[src/verilog/lsp_pkg.sv]
package lsp_pkg;
    // Frame layout
    localparam int          FRAME_BITS  = 32;
    localparam int          BIT_CNT_W   = 6;
    localparam int          ADDR_MSB    = 31;
    localparam int          ADDR_LSB    = 25;
    localparam int          RW_BIT      = 24;
    localparam int          FAULT_BIT   = 23;
    localparam int          INT_BIT     = 22;
    localparam int          DATA_W      = 24;
    localparam int          RESP_DATA_W = 22;
    localparam logic [BIT_CNT_W-1:0] FRAME_LEN  = 6'h20;
    localparam logic [BIT_CNT_W-1:0] FRAME_OVER = 6'h21;
    localparam logic                 RW_WRITE   = 1'b1;

    // Register map
    localparam logic [6:0]  ADDR_SLOW_PROG = 7'h18;
    localparam logic [6:0]  ADDR_SLOW_GND  = 7'h19;
    localparam logic [6:0]  ADDR_DEB_PROG  = 7'h1a;
    localparam logic [DATA_W-1:0] MASK_PROG  = 24'h00_0fff;
    localparam logic [DATA_W-1:0] MASK_GND   = 24'h1f_7fff;
    localparam logic [DATA_W-1:0] RESET_VAL  = 24'h00_0000;

    // Channel counts
    localparam int          NUM_PROG = 12;
    localparam int          NUM_GND  = 21;
    localparam int          NUM_CH   = NUM_PROG + NUM_GND;

    // Slow polling divides the base tick by four
    localparam int          SLOW_CNT_W  = 2;
    localparam logic [SLOW_CNT_W-1:0] SLOW_PHASE0 = 2'h0;
    localparam logic [SLOW_CNT_W-1:0] SLOW_STEP   = 2'h1;

    // Sourcing timing
    localparam int          CLK_FREQ_MHZ    = 125;
    localparam int          DEB_TIME_US     = 1200;
    localparam int          DEB_CYC_DEF     = DEB_TIME_US * CLK_FREQ_MHZ;
    localparam int          POLL_ON_CYC_DEF = 16;
    localparam int          TMR_W           = 18;
    localparam logic [TMR_W-1:0] TMR_ZERO   = 18'h0_0000;
endpackage : lsp_pkg

[src/verilog/lsp_cfg_if.sv]
`timescale 1ns/1ps
interface lsp_cfg_if;
    logic [11:0] slow_prog;
    logic [20:0] slow_gnd;
    logic [11:0] deb_prog;
    modport regs  (output slow_prog, slow_gnd, deb_prog);
    modport sched (input  slow_prog, slow_gnd, deb_prog);
endinterface : lsp_cfg_if

[src/verilog/lsp_poll_sched.sv]
`timescale 1ns/1ps
module lsp_poll_sched
    import lsp_pkg::*;
#(
    parameter int POLL_ON_CYC = POLL_ON_CYC_DEF,
    parameter int DEB_CYC     = DEB_CYC_DEF
) (
    input  wire logic                ref_clk_i,   // System clock
    input  wire logic                nrst_i,      // Async reset, low
    lsp_cfg_if.sched                 cfg,         // Configuration bits
    input  wire logic                lpm_i,       // Low power mode active
    input  wire logic                tick_i,      // Base polling tick
    output logic [NUM_CH-1:0]        poll_o,      // Per-channel poll pulse
    output logic [NUM_PROG-1:0]      source_o,    // Polling current on
    output logic [NUM_PROG-1:0]      final_o      // Judge final voltage
);
    localparam logic [TMR_W-1:0] ON_T  = TMR_W'(POLL_ON_CYC);
    localparam logic [TMR_W-1:0] EXT_T = TMR_W'(POLL_ON_CYC + DEB_CYC);

    logic [NUM_CH-1:0] slow_vec;
    assign slow_vec = {cfg.slow_gnd, cfg.slow_prog};

    genvar g;
    // Per-channel poll divider
    for (g = 0; g < NUM_CH; g++) begin : g_ch
        logic [SLOW_CNT_W-1:0] phase_reg;
        logic                  poll_reg;
        always_ff @(posedge ref_clk_i or negedge nrst_i) begin
            if (!nrst_i) begin
                phase_reg <= SLOW_PHASE0;
                poll_reg  <= 1'b0;
            end else begin
                poll_reg <= 1'b0;
                if (!lpm_i) begin
                    phase_reg <= SLOW_PHASE0;
                end else if (tick_i) begin
                    phase_reg <= phase_reg + SLOW_STEP;
                    poll_reg  <= !slow_vec[g] || (phase_reg == SLOW_PHASE0); // RL1 RL2
                end
            end
        end
        assign poll_o[g] = poll_reg; // One driver per output bit
        a_fast_poll: assert property (@(posedge ref_clk_i) disable iff (!nrst_i)
            lpm_i && tick_i && !slow_vec[g] |=> poll_o[g]) // RL1
            else $error("base rate channel missed its poll");
        a_slow_gap: assert property (@(posedge ref_clk_i) disable iff (!nrst_i)
            lpm_i && tick_i && slow_vec[g] && phase_reg != SLOW_PHASE0 |=> !poll_o[g]) // RL2
            else $error("slow channel polled off its quarter phase");
    end

    // Sourcing timer per battery-programmable channel
    for (g = 0; g < NUM_PROG; g++) begin : g_src
        logic [TMR_W-1:0] tmr_reg;
        logic             judge_reg;
        always_ff @(posedge ref_clk_i or negedge nrst_i) begin
            if (!nrst_i) begin
                tmr_reg   <= TMR_ZERO;
                judge_reg <= 1'b0;
            end else if (!lpm_i) begin
                tmr_reg   <= TMR_ZERO;
            end else if (poll_o[g]) begin
                tmr_reg   <= cfg.deb_prog[g] ? EXT_T : ON_T; // RL3 RL4
                judge_reg <= cfg.deb_prog[g];                // RL3 RL4
            end else if (tmr_reg != TMR_ZERO) begin
                tmr_reg <= tmr_reg - 1'b1;
            end
        end
        assign source_o[g] = (tmr_reg != TMR_ZERO);
        assign final_o[g]  = judge_reg;
        a_src_start: assert property (@(posedge ref_clk_i) disable iff (!nrst_i)
            lpm_i && poll_o[g] |=> source_o[g] && final_o[g] == $past(cfg.deb_prog[g])) // RL3
            else $error("polling current did not start with the right mode");
        a_deb_extend: assert property (@(posedge ref_clk_i) disable iff (!nrst_i)
            lpm_i && poll_o[g] && cfg.deb_prog[g] |=> tmr_reg == EXT_T) // RL4
            else $error("debounce did not extend the sourcing time");
    end
endmodule : lsp_poll_sched

[src/verilog/lsp_regs.sv]
`timescale 1ns/1ps
// Operation
// RL1 - A channel with its slow bit clear is polled in low power mode on every base tick.
// RL2 - A channel with its slow bit set is polled on one base tick of four.
// RL3 - A programmable channel with debounce clear is judged by voltage difference with no extra sourcing.
// RL4 - A programmable channel with debounce set keeps sourcing 1.2 ms longer and is judged on final voltage.
// RL5 - Programmable slow register at address 0x18 holds channels 0 to 11, cleared at reset.
// RL6 - Ground slow register at 0x19 holds bits 0 to 14 and 16 to 20, cleared at reset.
// RL7 - Programmable debounce register at 0x1a holds channels 0 to 11, cleared at reset.
// RL8 - Each response word carries fault status in bit 23 and the interrupt flag in bit 22.
// RL9 - A frame carries address in bits 31 to 25, write select in bit 24 and data in bits 23 to 0.
module lsp_regs
    import lsp_pkg::*;
#(
    parameter int POLL_ON_CYC = POLL_ON_CYC_DEF,
    parameter int DEB_CYC     = DEB_CYC_DEF
) (
    input  wire logic                ref_clk_i,          // 125 MHz clock
    input  wire logic                nrst_i,             // Async reset, low
    input  wire logic                spi_cs_n_i,         // Chip select, low
    input  wire logic                spi_sclk_i,         // Serial clock pin
    input  wire logic                spi_mosi_i,         // Serial data in
    output logic                     spi_miso_o,         // Serial data out
    output logic                     spi_miso_oe_n_o,    // Drive enable, low
    input  wire logic                fault_status_i,     // Fault summary
    input  wire logic                interrupt_flag_i,   // Interrupt flag
    input  wire logic                low_power_mode_i,   // Low power active
    input  wire logic                poll_tick_i,        // Base polling tick
    output logic [NUM_CH-1:0]        poll_strobe_o,      // Poll pulse per channel
    output logic [NUM_PROG-1:0]      prog_source_o,      // Polling current on
    output logic [NUM_PROG-1:0]      prog_final_judge_o  // Final voltage judge
);
    lsp_cfg_if cfg_if ();

    // Pin synchronisers
    logic cs_s1_reg, cs_s2_reg, cs_d_reg;
    logic sck_s1_reg, sck_s2_reg, sck_d_reg;
    logic mosi_s1_reg, mosi_s2_reg;
    always_ff @(posedge ref_clk_i or negedge nrst_i) begin
        if (!nrst_i) begin
            {cs_s1_reg, cs_s2_reg, cs_d_reg}    <= 3'h7;
            {sck_s1_reg, sck_s2_reg, sck_d_reg} <= 3'h0;
            {mosi_s1_reg, mosi_s2_reg}          <= 2'h0;
        end else begin
            {cs_s1_reg, cs_s2_reg, cs_d_reg}    <= {spi_cs_n_i, cs_s1_reg, cs_s2_reg};
            {sck_s1_reg, sck_s2_reg, sck_d_reg} <= {spi_sclk_i, sck_s1_reg, sck_s2_reg};
            {mosi_s1_reg, mosi_s2_reg}          <= {spi_mosi_i, mosi_s1_reg};
        end
    end

    logic frame_start, frame_end, sck_rise, sck_fall;
    assign frame_start = cs_d_reg && !cs_s2_reg;
    assign frame_end   = !cs_d_reg && cs_s2_reg;
    assign sck_rise    = !cs_s2_reg && sck_s2_reg && !sck_d_reg;
    assign sck_fall    = !cs_s2_reg && !sck_s2_reg && sck_d_reg;

    // Receive shifter and bit counter
    logic [FRAME_BITS-1:0] rx_reg;
    logic [BIT_CNT_W-1:0]  cnt_reg;
    always_ff @(posedge ref_clk_i or negedge nrst_i) begin
        if (!nrst_i) begin
            rx_reg  <= '0;
            cnt_reg <= '0;
        end else if (frame_start) begin
            cnt_reg <= '0;
        end else if (sck_rise) begin
            rx_reg <= {rx_reg[FRAME_BITS-2:0], mosi_s2_reg};
            if (cnt_reg != FRAME_OVER) begin
                cnt_reg <= cnt_reg + 1'b1;
            end
        end
    end

    // Decode of a complete frame
    logic                  frame_ok;
    logic [6:0]            rx_addr;
    logic [DATA_W-1:0]     rx_data;
    assign frame_ok = frame_end && (cnt_reg == FRAME_LEN);
    assign rx_addr  = rx_reg[ADDR_MSB:ADDR_LSB];                     // RL9
    assign rx_data  = rx_reg[DATA_W-1:0];                            // RL9
    logic wr_en;
    assign wr_en    = frame_ok && (rx_reg[RW_BIT] == RW_WRITE);      // RL9

    // Configuration registers
    logic [DATA_W-1:0] slow_prog_reg, slow_gnd_reg, deb_prog_reg;
    always_ff @(posedge ref_clk_i or negedge nrst_i) begin
        if (!nrst_i) begin
            slow_prog_reg <= RESET_VAL;                              // RL5
            slow_gnd_reg  <= RESET_VAL;                              // RL6
            deb_prog_reg  <= RESET_VAL;                              // RL7
        end else if (wr_en) begin
            case (rx_addr)
                ADDR_SLOW_PROG: slow_prog_reg <= rx_data & MASK_PROG; // RL5
                ADDR_SLOW_GND:  slow_gnd_reg  <= rx_data & MASK_GND;  // RL6
                ADDR_DEB_PROG:  deb_prog_reg  <= rx_data & MASK_PROG; // RL7
                default: ;
            endcase
        end
    end
    assign cfg_if.slow_prog = slow_prog_reg[NUM_PROG-1:0];
    assign cfg_if.slow_gnd  = slow_gnd_reg[NUM_GND-1:0];
    assign cfg_if.deb_prog  = deb_prog_reg[NUM_PROG-1:0];

    // Address of the last complete command selects the next answer
    logic [6:0] last_addr_reg;
    logic       last_rw_reg;
    always_ff @(posedge ref_clk_i or negedge nrst_i) begin
        if (!nrst_i) begin
            last_addr_reg <= '0;
            last_rw_reg   <= 1'b0;
        end else if (frame_ok) begin
            last_addr_reg <= rx_addr;
            last_rw_reg   <= rx_reg[RW_BIT];
        end
    end

    // Read data mux, zero for unmapped addresses
    logic [DATA_W-1:0] rd_data;
    always_comb begin
        case (last_addr_reg)
            ADDR_SLOW_PROG: rd_data = slow_prog_reg;
            ADDR_SLOW_GND:  rd_data = slow_gnd_reg;
            ADDR_DEB_PROG:  rd_data = deb_prog_reg;
            default:        rd_data = RESET_VAL;
        endcase
    end

    // Transmit shifter, loaded at frame start, shifted on falling clock
    logic [FRAME_BITS-1:0] tx_reg;
    always_ff @(posedge ref_clk_i or negedge nrst_i) begin
        if (!nrst_i) begin
            tx_reg <= '0;
        end else if (frame_start) begin
            tx_reg <= {last_addr_reg, last_rw_reg, fault_status_i, interrupt_flag_i,
                       rd_data[RESP_DATA_W-1:0]};                    // RL8
        end else if (sck_fall) begin
            tx_reg <= {tx_reg[FRAME_BITS-2:0], 1'b0};
        end
    end

    // Output pin registers
    always_ff @(posedge ref_clk_i or negedge nrst_i) begin
        if (!nrst_i) begin
            spi_miso_o      <= 1'b0;
            spi_miso_oe_n_o <= 1'b1;
        end else begin
            spi_miso_o      <= tx_reg[FRAME_BITS-1];
            spi_miso_oe_n_o <= cs_s2_reg;
        end
    end

    lsp_poll_sched #(
        .POLL_ON_CYC (POLL_ON_CYC),
        .DEB_CYC     (DEB_CYC)
    ) u_sched (
        .ref_clk_i (ref_clk_i),
        .nrst_i    (nrst_i),
        .cfg       (cfg_if.sched),
        .lpm_i     (low_power_mode_i),
        .tick_i    (poll_tick_i),
        .poll_o    (poll_strobe_o),
        .source_o  (prog_source_o),
        .final_o   (prog_final_judge_o)
    );

    a_write_prog: assert property (@(posedge ref_clk_i) disable iff (!nrst_i) // RL5
        wr_en && rx_addr == ADDR_SLOW_PROG |=> slow_prog_reg == ($past(rx_data) & MASK_PROG))
        else $error("programmable slow register not written");
    a_gnd_gap_bit: assert property (@(posedge ref_clk_i) disable iff (!nrst_i) // RL6
        slow_gnd_reg[15] == 1'b0 && slow_gnd_reg[DATA_W-1:NUM_GND] == '0)
        else $error("ground slow register holds an unused bit");
    a_deb_upper: assert property (@(posedge ref_clk_i) disable iff (!nrst_i) // RL7
        deb_prog_reg[DATA_W-1:NUM_PROG] == '0)
        else $error("debounce register holds an unused bit");
    a_resp_flags: assert property (@(posedge ref_clk_i) disable iff (!nrst_i) // RL8
        frame_start |=> tx_reg[FAULT_BIT] == $past(fault_status_i)
                        && tx_reg[INT_BIT] == $past(interrupt_flag_i))
        else $error("response flags not loaded");
    a_short_frame: assert property (@(posedge ref_clk_i) disable iff (!nrst_i) // RL9
        frame_end && cnt_reg != FRAME_LEN |=> $stable(slow_prog_reg) && $stable(slow_gnd_reg)
                                              && $stable(deb_prog_reg))
        else $error("frame of wrong length changed a register");
    a_miso_release: assert property (@(posedge ref_clk_i) disable iff (!nrst_i)
        cs_s2_reg |=> spi_miso_oe_n_o)
        else $error("data out driven outside a frame");
    // Register write, frame decode and answer checks
    a_write_gnd: assert property (@(posedge ref_clk_i) disable iff (!nrst_i) // RL6
        wr_en && rx_addr == ADDR_SLOW_GND |=> slow_gnd_reg == ($past(rx_data) & MASK_GND))
        else $error("ground slow register not written");
    a_write_deb: assert property (@(posedge ref_clk_i) disable iff (!nrst_i) // RL7
        wr_en && rx_addr == ADDR_DEB_PROG |=> deb_prog_reg == ($past(rx_data) & MASK_PROG))
        else $error("debounce register not written");
    a_prog_upper: assert property (@(posedge ref_clk_i) disable iff (!nrst_i) // RL5
        slow_prog_reg[DATA_W-1:NUM_PROG] == '0)
        else $error("programmable slow register holds an unused bit");
    a_read_keeps: assert property (@(posedge ref_clk_i) disable iff (!nrst_i) // RL9
        frame_ok && rx_reg[RW_BIT] != RW_WRITE |=> $stable(slow_prog_reg) && $stable(slow_gnd_reg)
                                                   && $stable(deb_prog_reg))
        else $error("read frame changed a register");
    a_addr_latch: assert property (@(posedge ref_clk_i) disable iff (!nrst_i) // RL9
        frame_ok |=> last_addr_reg == $past(rx_addr) && last_rw_reg == $past(rx_reg[RW_BIT]))
        else $error("command address not kept for the answer");
    a_resp_data: assert property (@(posedge ref_clk_i) disable iff (!nrst_i) // RL8
        frame_start |=> tx_reg[RESP_DATA_W-1:0] == $past(rd_data[RESP_DATA_W-1:0]))
        else $error("response data not loaded");
    a_count_cap: assert property (@(posedge ref_clk_i) disable iff (!nrst_i) // RL9
        cnt_reg <= FRAME_OVER)
        else $error("bit counter ran past its cap");
    a_miso_drive: assert property (@(posedge ref_clk_i) disable iff (!nrst_i)
        !cs_s2_reg |=> !spi_miso_oe_n_o)
        else $error("data out not driven inside a frame");

    c_write_gnd: cover property (@(posedge ref_clk_i) disable iff (!nrst_i)
        wr_en && rx_addr == ADDR_SLOW_GND);
    c_read_deb: cover property (@(posedge ref_clk_i) disable iff (!nrst_i)
        frame_start && last_addr_reg == ADDR_DEB_PROG && !last_rw_reg);
    c_slow_poll: cover property (@(posedge ref_clk_i) disable iff (!nrst_i)
        low_power_mode_i && poll_tick_i && cfg_if.slow_prog[0]);
    c_short_frame: cover property (@(posedge ref_clk_i) disable iff (!nrst_i)
        frame_end && cnt_reg != FRAME_LEN);
    c_deb_poll: cover property (@(posedge ref_clk_i) disable iff (!nrst_i)
        low_power_mode_i && poll_tick_i && cfg_if.deb_prog[0]);
endmodule : lsp_regs
[config.mk]
export PLATFORM = sky130hd
export DESIGN_NAME = lsp_regs
export DESIGN_NICKNAME = d
export VERILOG_FILES = /design/src/verilog/lsp_pkg.sv /design/src/verilog/lsp_cfg_if.sv /design/src/verilog/lsp_poll_sched.sv /design/src/verilog/lsp_regs.sv
export SDC_FILE = /design/constraint.sdc
export NUM_CORES = 1
export LEC_CHECK = 0
export BUFFER_PORTS_ARGS = -buffer_cell sky130_fd_sc_hd__buf_4
export CAP_MARGIN = 10
export CORE_MARGIN = 1
export CORE_UTILIZATION = 60
export DETAILED_ROUTE_END_ITERATION = 8
export GPL_ROUTABILITY_DRIVEN = 0
export PLACE_DENSITY = 0.77
export SETUP_SLACK_MARGIN = 0.05
export SLEW_MARGIN = 0
export SYNTH_ARGS = -nofsm -noshare
export SYNTH_HDL_FRONTEND = slang
export SYNTH_HIERARCHICAL = 1
export SYNTH_SLANG_ARGS = --single-unit
[constraint.sdc]
create_clock -name ref_clk_i -period 2.9 [get_ports ref_clk_i]
set_input_delay 0.58 -clock ref_clk_i [delete_from_list [all_inputs] [get_ports ref_clk_i]]
set_output_delay 0.58 -clock ref_clk_i [all_outputs]
set_load 0.01 [all_outputs]
---- Word-level counts from Yosys, hierarchy flattened ----
Cells that the tools add are included.
Widths: inputs -> output; s select.
storage, ports and cells
  bits in registers ....................... 456
  bits of input ports ..................... 9
  output and inout port bits .............. 59
  logic and storage cells ................. 497
operators by class
  add/subtract/negate cells ............... 45
  equality and inequality tests ........... 21
  multiplexer cells ....................... 184
  bitwise operators ....................... 1
  reductions and logical operators ........ 140
operators by type and width
  cell                   count
  $mux 18                48
  $reduce_bool 18->1     12
  $sub 18x1->18 const B  12
  $mux 2                 64
  $mux 1                 66
  $add 2x1->2 const B    32
  $logic_not 2->1        32
  $mux 32                2
  $pmux 21 s3            1
  $eq 7x5->1 const B     6
  $logic_not 1->1        36
  $ne 3x1->1 const B     12
  $reduce_and 2->1       17
  $logic_or 1x1->1       32
  $mux 6                 3
  $logic_and 1x1->1      8
  $add 6x1->6 const B    1
  $eq 6x6->1 const B     1
  $ne 6x6->1 const B     1
  $reduce_bool 2->1      3
  $ne 2x1->1 const B     1
  $not 1->1              1

---- Logic depth before layout (Yosys ltp) ----
  depth in word-level cells ............... 5
  mapped depth ............................ 9

---- By module ----
The synthesis kept the hierarchy.
modules (own cells, without submodules)
  module          times used  cells each  area each (um^2)  seq. area each (um^2)
  lsp_poll_sched  1           1795        17136.4           8182.8
  lsp_regs        1           421         5625.4            3281.9

---- Worst setup path after synthesis ----
No wires, ideal clock.
  path kind ............................... register to output
  start ................................... reg u_sched.g_src[9].tmr_reg[0]
  end ..................................... out prog_source_o[9]
  arrival time ............................ 1848 ps
  required time ........................... 2320 ps
  path slack .............................. 472 ps
  stages on the path, launching flop included .. 6
  cell sequence ........................... dfrtp_1 -> inv_1 -> ha_1 -> or4b_2 -> nor4b_4 -> nand2_1
on the way
  cells in the longest elaborated chain, start to end .. 1
RTL lines
  item                    line                  text
  from (decl)             lsp_poll_sched.sv:53  logic [TMR_W-1:0] tmr_reg;
  from (signal assigned)  lsp_poll_sched.sv:62  tmr_reg <= cfg.deb_prog[g] ? EXT_T : ON_T;
  from (signal assigned)  lsp_poll_sched.sv:65  tmr_reg <= tmr_reg - 1'b1;
  $reduce_bool 18->1      lsp_poll_sched.sv:68  assign source_o[g] = (tmr_reg != TMR_ZERO);
  to (decl)               lsp_regs.sv:30        output logic [NUM_PROG-1:0] prog_source_o,
No other way between the ends.

---- Worst setup path in the final report ----
  start ................................... reg u_sched.g_src[2].tmr_reg[11]
  end ..................................... out prog_source_o[2]
on the way
  cells in the longest elaborated chain, start to end .. 1
RTL lines
  item                    line
  from (decl)             lsp_poll_sched.sv:53
  from (signal assigned)  lsp_poll_sched.sv:62
  from (signal assigned)  lsp_poll_sched.sv:65
  $reduce_bool 18->1      lsp_poll_sched.sv:68
No other way between the ends.

==> out/metrics.yaml <==
synth:
  synthDistinctLibCells: 82
  ys_seq_area_share_pct: 50.4
  yosys_warnings: 6
  syn_nets: 2273
  ys_ff_latch: 458
  synthTopCellsByArea: "dfrtp_1 (50%), nor2_1 (4.1%), xor2_1 (3.5%)"
  synth_cells: 2216
  synth_edf_count: 0
  synth_most_common_cell: "dfrtp_1"
  synthTopCellsByCount: "dfrtp_1 (455), nor2_1 (250), inv_1 (160)"
  synth-async-reset-ratio_pct: 100
  yosys.area.top_type: "dfrtp_1"
  yosysTopAreaCellShare_pct: 50.0
  ys.flop_type: "dfrtp_1"
  syn_area_um2: 22800
  syn_avg_cell_area_um2: 10.3
layout:
  ff_latch_area_um2: 11500
  multiInputGateArea_um2: 10200
  drive_gt1_share_pct: 16.8
  largest_reg_flops: 216
  layout.nets: 2356
  final_util_pct: 69.9
  antenna_cells: 0
  n_fill_cell: 2678
  area_growth_syn_to_layout_pct: 13.6
worst_setup_path:
  crit_fanout: 2
  crit_path_end_kind: "output port"
  r2r_cells: 13
  cp.required_ns: 2.32
  crit_path_end: "prog_source_o[2]"
  start_kind: "register"
  reg2reg_from: "u_sched/g_src[2].tmr_reg[11]$_DFFE_PN0P_"
  arrival_ns: 2.33
  regToRegSetupSlack_ns: 0.11
  path_class: "reg -> out"
  crit_path_start: "u_sched/g_src[2].tmr_reg[11]$_DFFE_PN0P_"
  r2r_end: "u_sched/g_src[2].tmr_reg[9]$_DFFE_PN0P_"
detailed_routing:
  vias_per_cell: 5.75
  via_count: 16300
  firstDrtPassIters: 5
  drt-initial-drc-count: 1037
  post_drt_wl_per_cell_um: 17.0
  ant_nets: 0
  drc: 0
  wl_um: 48200
timing:
  fin_worst_skew_ns: 0.0192
  holdWs_ns: 0.104
  hold_viol: 0
  setup_tns_ns: -0.00600
  slew_violations: 0
  final.min_clock_period_ns: 2.91
  rsz0062_at_grt: "yes"
  final.period_utilization_pct: 100
  clock.fmax_ghz: 0.344
  timing.final.ws_setup_ns: -0.00600
  worst_pin_slew_ns: 1.10
  max_slew_margin_pct: 26.2
  setup_viol: 1
outcome:
  failed_checks: "negative setup slack"
  status: "complete, but fails checks"
clock_tree:
  clkTransAtPathRegs_ns: 0.06
  tritoncts: "done"
  clockBufferDepth: 3
  h-tree-depth: 2
  numCtsBuffers: 49
  clk_latency_ns: 0.59
  clock_sinks: 458
  clockRootBuffer: "clkbuf_16"
floorplanning:
  initial_core_util_pct: 61.6
  pin_count: 68
  rows: 70
  die-area_um2: 38700
  die_h_um: 197
  core_area_um2: 37000
  die_w_um: 197
pwr:
  powerDensity_nw_per_um2: 1060
  p_clk_share_pct: 22.9
  p_leak_nw: 12.2
  power_frac_seq_pct: 33.4
  vdd_ir_drop_max_mv: 0.544
  power_mw: 27.3
  switching_power_mw: 10.5
  netSwitchingFraction_pct: 38.4
  combPwrFrac_pct: 43.7
  p_int_mw: 16.9
placement:
  port_buffers: 67
  dp_hpwl_um: 31100
global_route:
  grt_pass1_wl_um: 81300
  first_global_vias: 16400
  grt_max_degree: 103
  grt_util_all_layers_pct: 25.5
  antenna_found_initial: 0
  grt_overflow: 0
min_path:
  hold_path.class: "in -> reg"
run:
  drv_cap: 0
-- routing by layer --
metal	vias to the layer above	GRT usage [%]	wire, µm
li1	7772	-	-
met1	8123	34.2	21500
met2	373	42.8	23800
met3	72	4.65	2150
met4	0	7.12	869
met5	-	0	0
-- cells in the final DEF (no fill, tap or decap), types with 67 or more instances in the layout --
| cell type | Yosys | final |
|---|---|---|
| xnor2_1 | 78 | 78 |
| nand2_1 | 127 | 123 |
| o21ai_0 | 70 | 68 |
| a21oi_1 | 112 | 112 |
| inv_1 | 160 | 156 |
| xor2_1 | 92 | 92 |
| nor2_1 | 250 | 245 |
| buf_4 | 46 | 145 |
| dfrtp_1 | 455 | 454 |
| mux2i_1 | 67 | 67 |
-- power by group through the flow --
stage / combinational (mW) / clock, mW / sequential, mW
3_3_place_gp: 10.4 / 0 / 9.04
5_1_grt: 13.2 / 6.68 / 9.32
3_5_place_dp: 10.7 / 0 / 9.12
6_report: 11.9 / 6.27 / 9.14
2_1_floorplan: 8.30 / 0 / 8.79
4_1_cts: 11.4 / 6.43 / 9.06
-- area by class of cell --
class / instances / area share (%)
clock buffer: 73 / 5.52
clock inverter: 17 / 0.770
inverter: 160 / 2.32
multi-input combinational: 1473 / 39.6
sequential: 458 / 44.4
tap: 504 / 2.44
timing repair buffer: 157 / 5.01
-- worst max-delay path, cell delays in order (launching register included) --
cell and delay, ns:
dfrtp_1 0.37, or4_4 0.54, or4_4 0.52, nor2_4 0.13, inv_2 0.07, buf_6 0.12
-- how the worst min path moves through the flow --
stage | start | endpoint | cells after the start
global placement | sck_s1_reg$_DFF_PN0_ | sck_s2_reg$_DFF_PN0_ | 0
detailed placement | sck_s1_reg$_DFF_PN0_ | sck_s2_reg$_DFF_PN0_ | 0
finish | spi_cs_n_i | cs_s1_reg$_DFF_PN1_ | 1
floorplan | nrst_i | cnt_reg[0]$_DFFE_PN0P_ | 0
CTS | spi_cs_n_i | cs_s1_reg$_DFF_PN1_ | 1
global route | spi_cs_n_i | cs_s1_reg$_DFF_PN1_ | 1
-- cell families (layout without fill, tap and decap cells) --
family / Yosys count / count (layout) / share of synthesized area [%]
buffers and inverters: 285 / 407 / 5.59
AND/OR/NAND/NOR: 751 / 751 / 17.1
XOR/XNOR: 170 / 170 / 6.54
AO/OA/AOI/OAI: 346 / 346 / 9.67
adder cells (fa/ha/maj): 48 / 48 / 2.64
other: 1 / 1 / 0.0165
multiplexers: 157 / 157 / 8.06
flip-flops: 458 / 458 / 50.4
-- through the flow --
| step | area, µm² | std cells | setup slack, ns |
|---|---|---|---|
| 6_report | 25900 | 2842 | -0.00600 |
| 5_1_grt | 25900 | 2842 | -0.114 |
| 4_1_cts | 25700 | 2831 | -0.0277 |
| 3_5_place_dp | 23700 | 2716 | 0.241 |
| 3_3_place_gp | 23700 | 2716 | 0.314 |
| 2_1_floorplan | 22800 | 2216 | 0.472 |
-- repair_timing --
action	in CTS	in global routing
hold endpoints to repair	44	0
buffers inserted	24	12
gates resized for setup	35	21
gates cloned	0	0
pin swaps	10	12
setup endpoints to repair	10	13
hold buffers	1	0
Power figures use the tool's default switching activity.
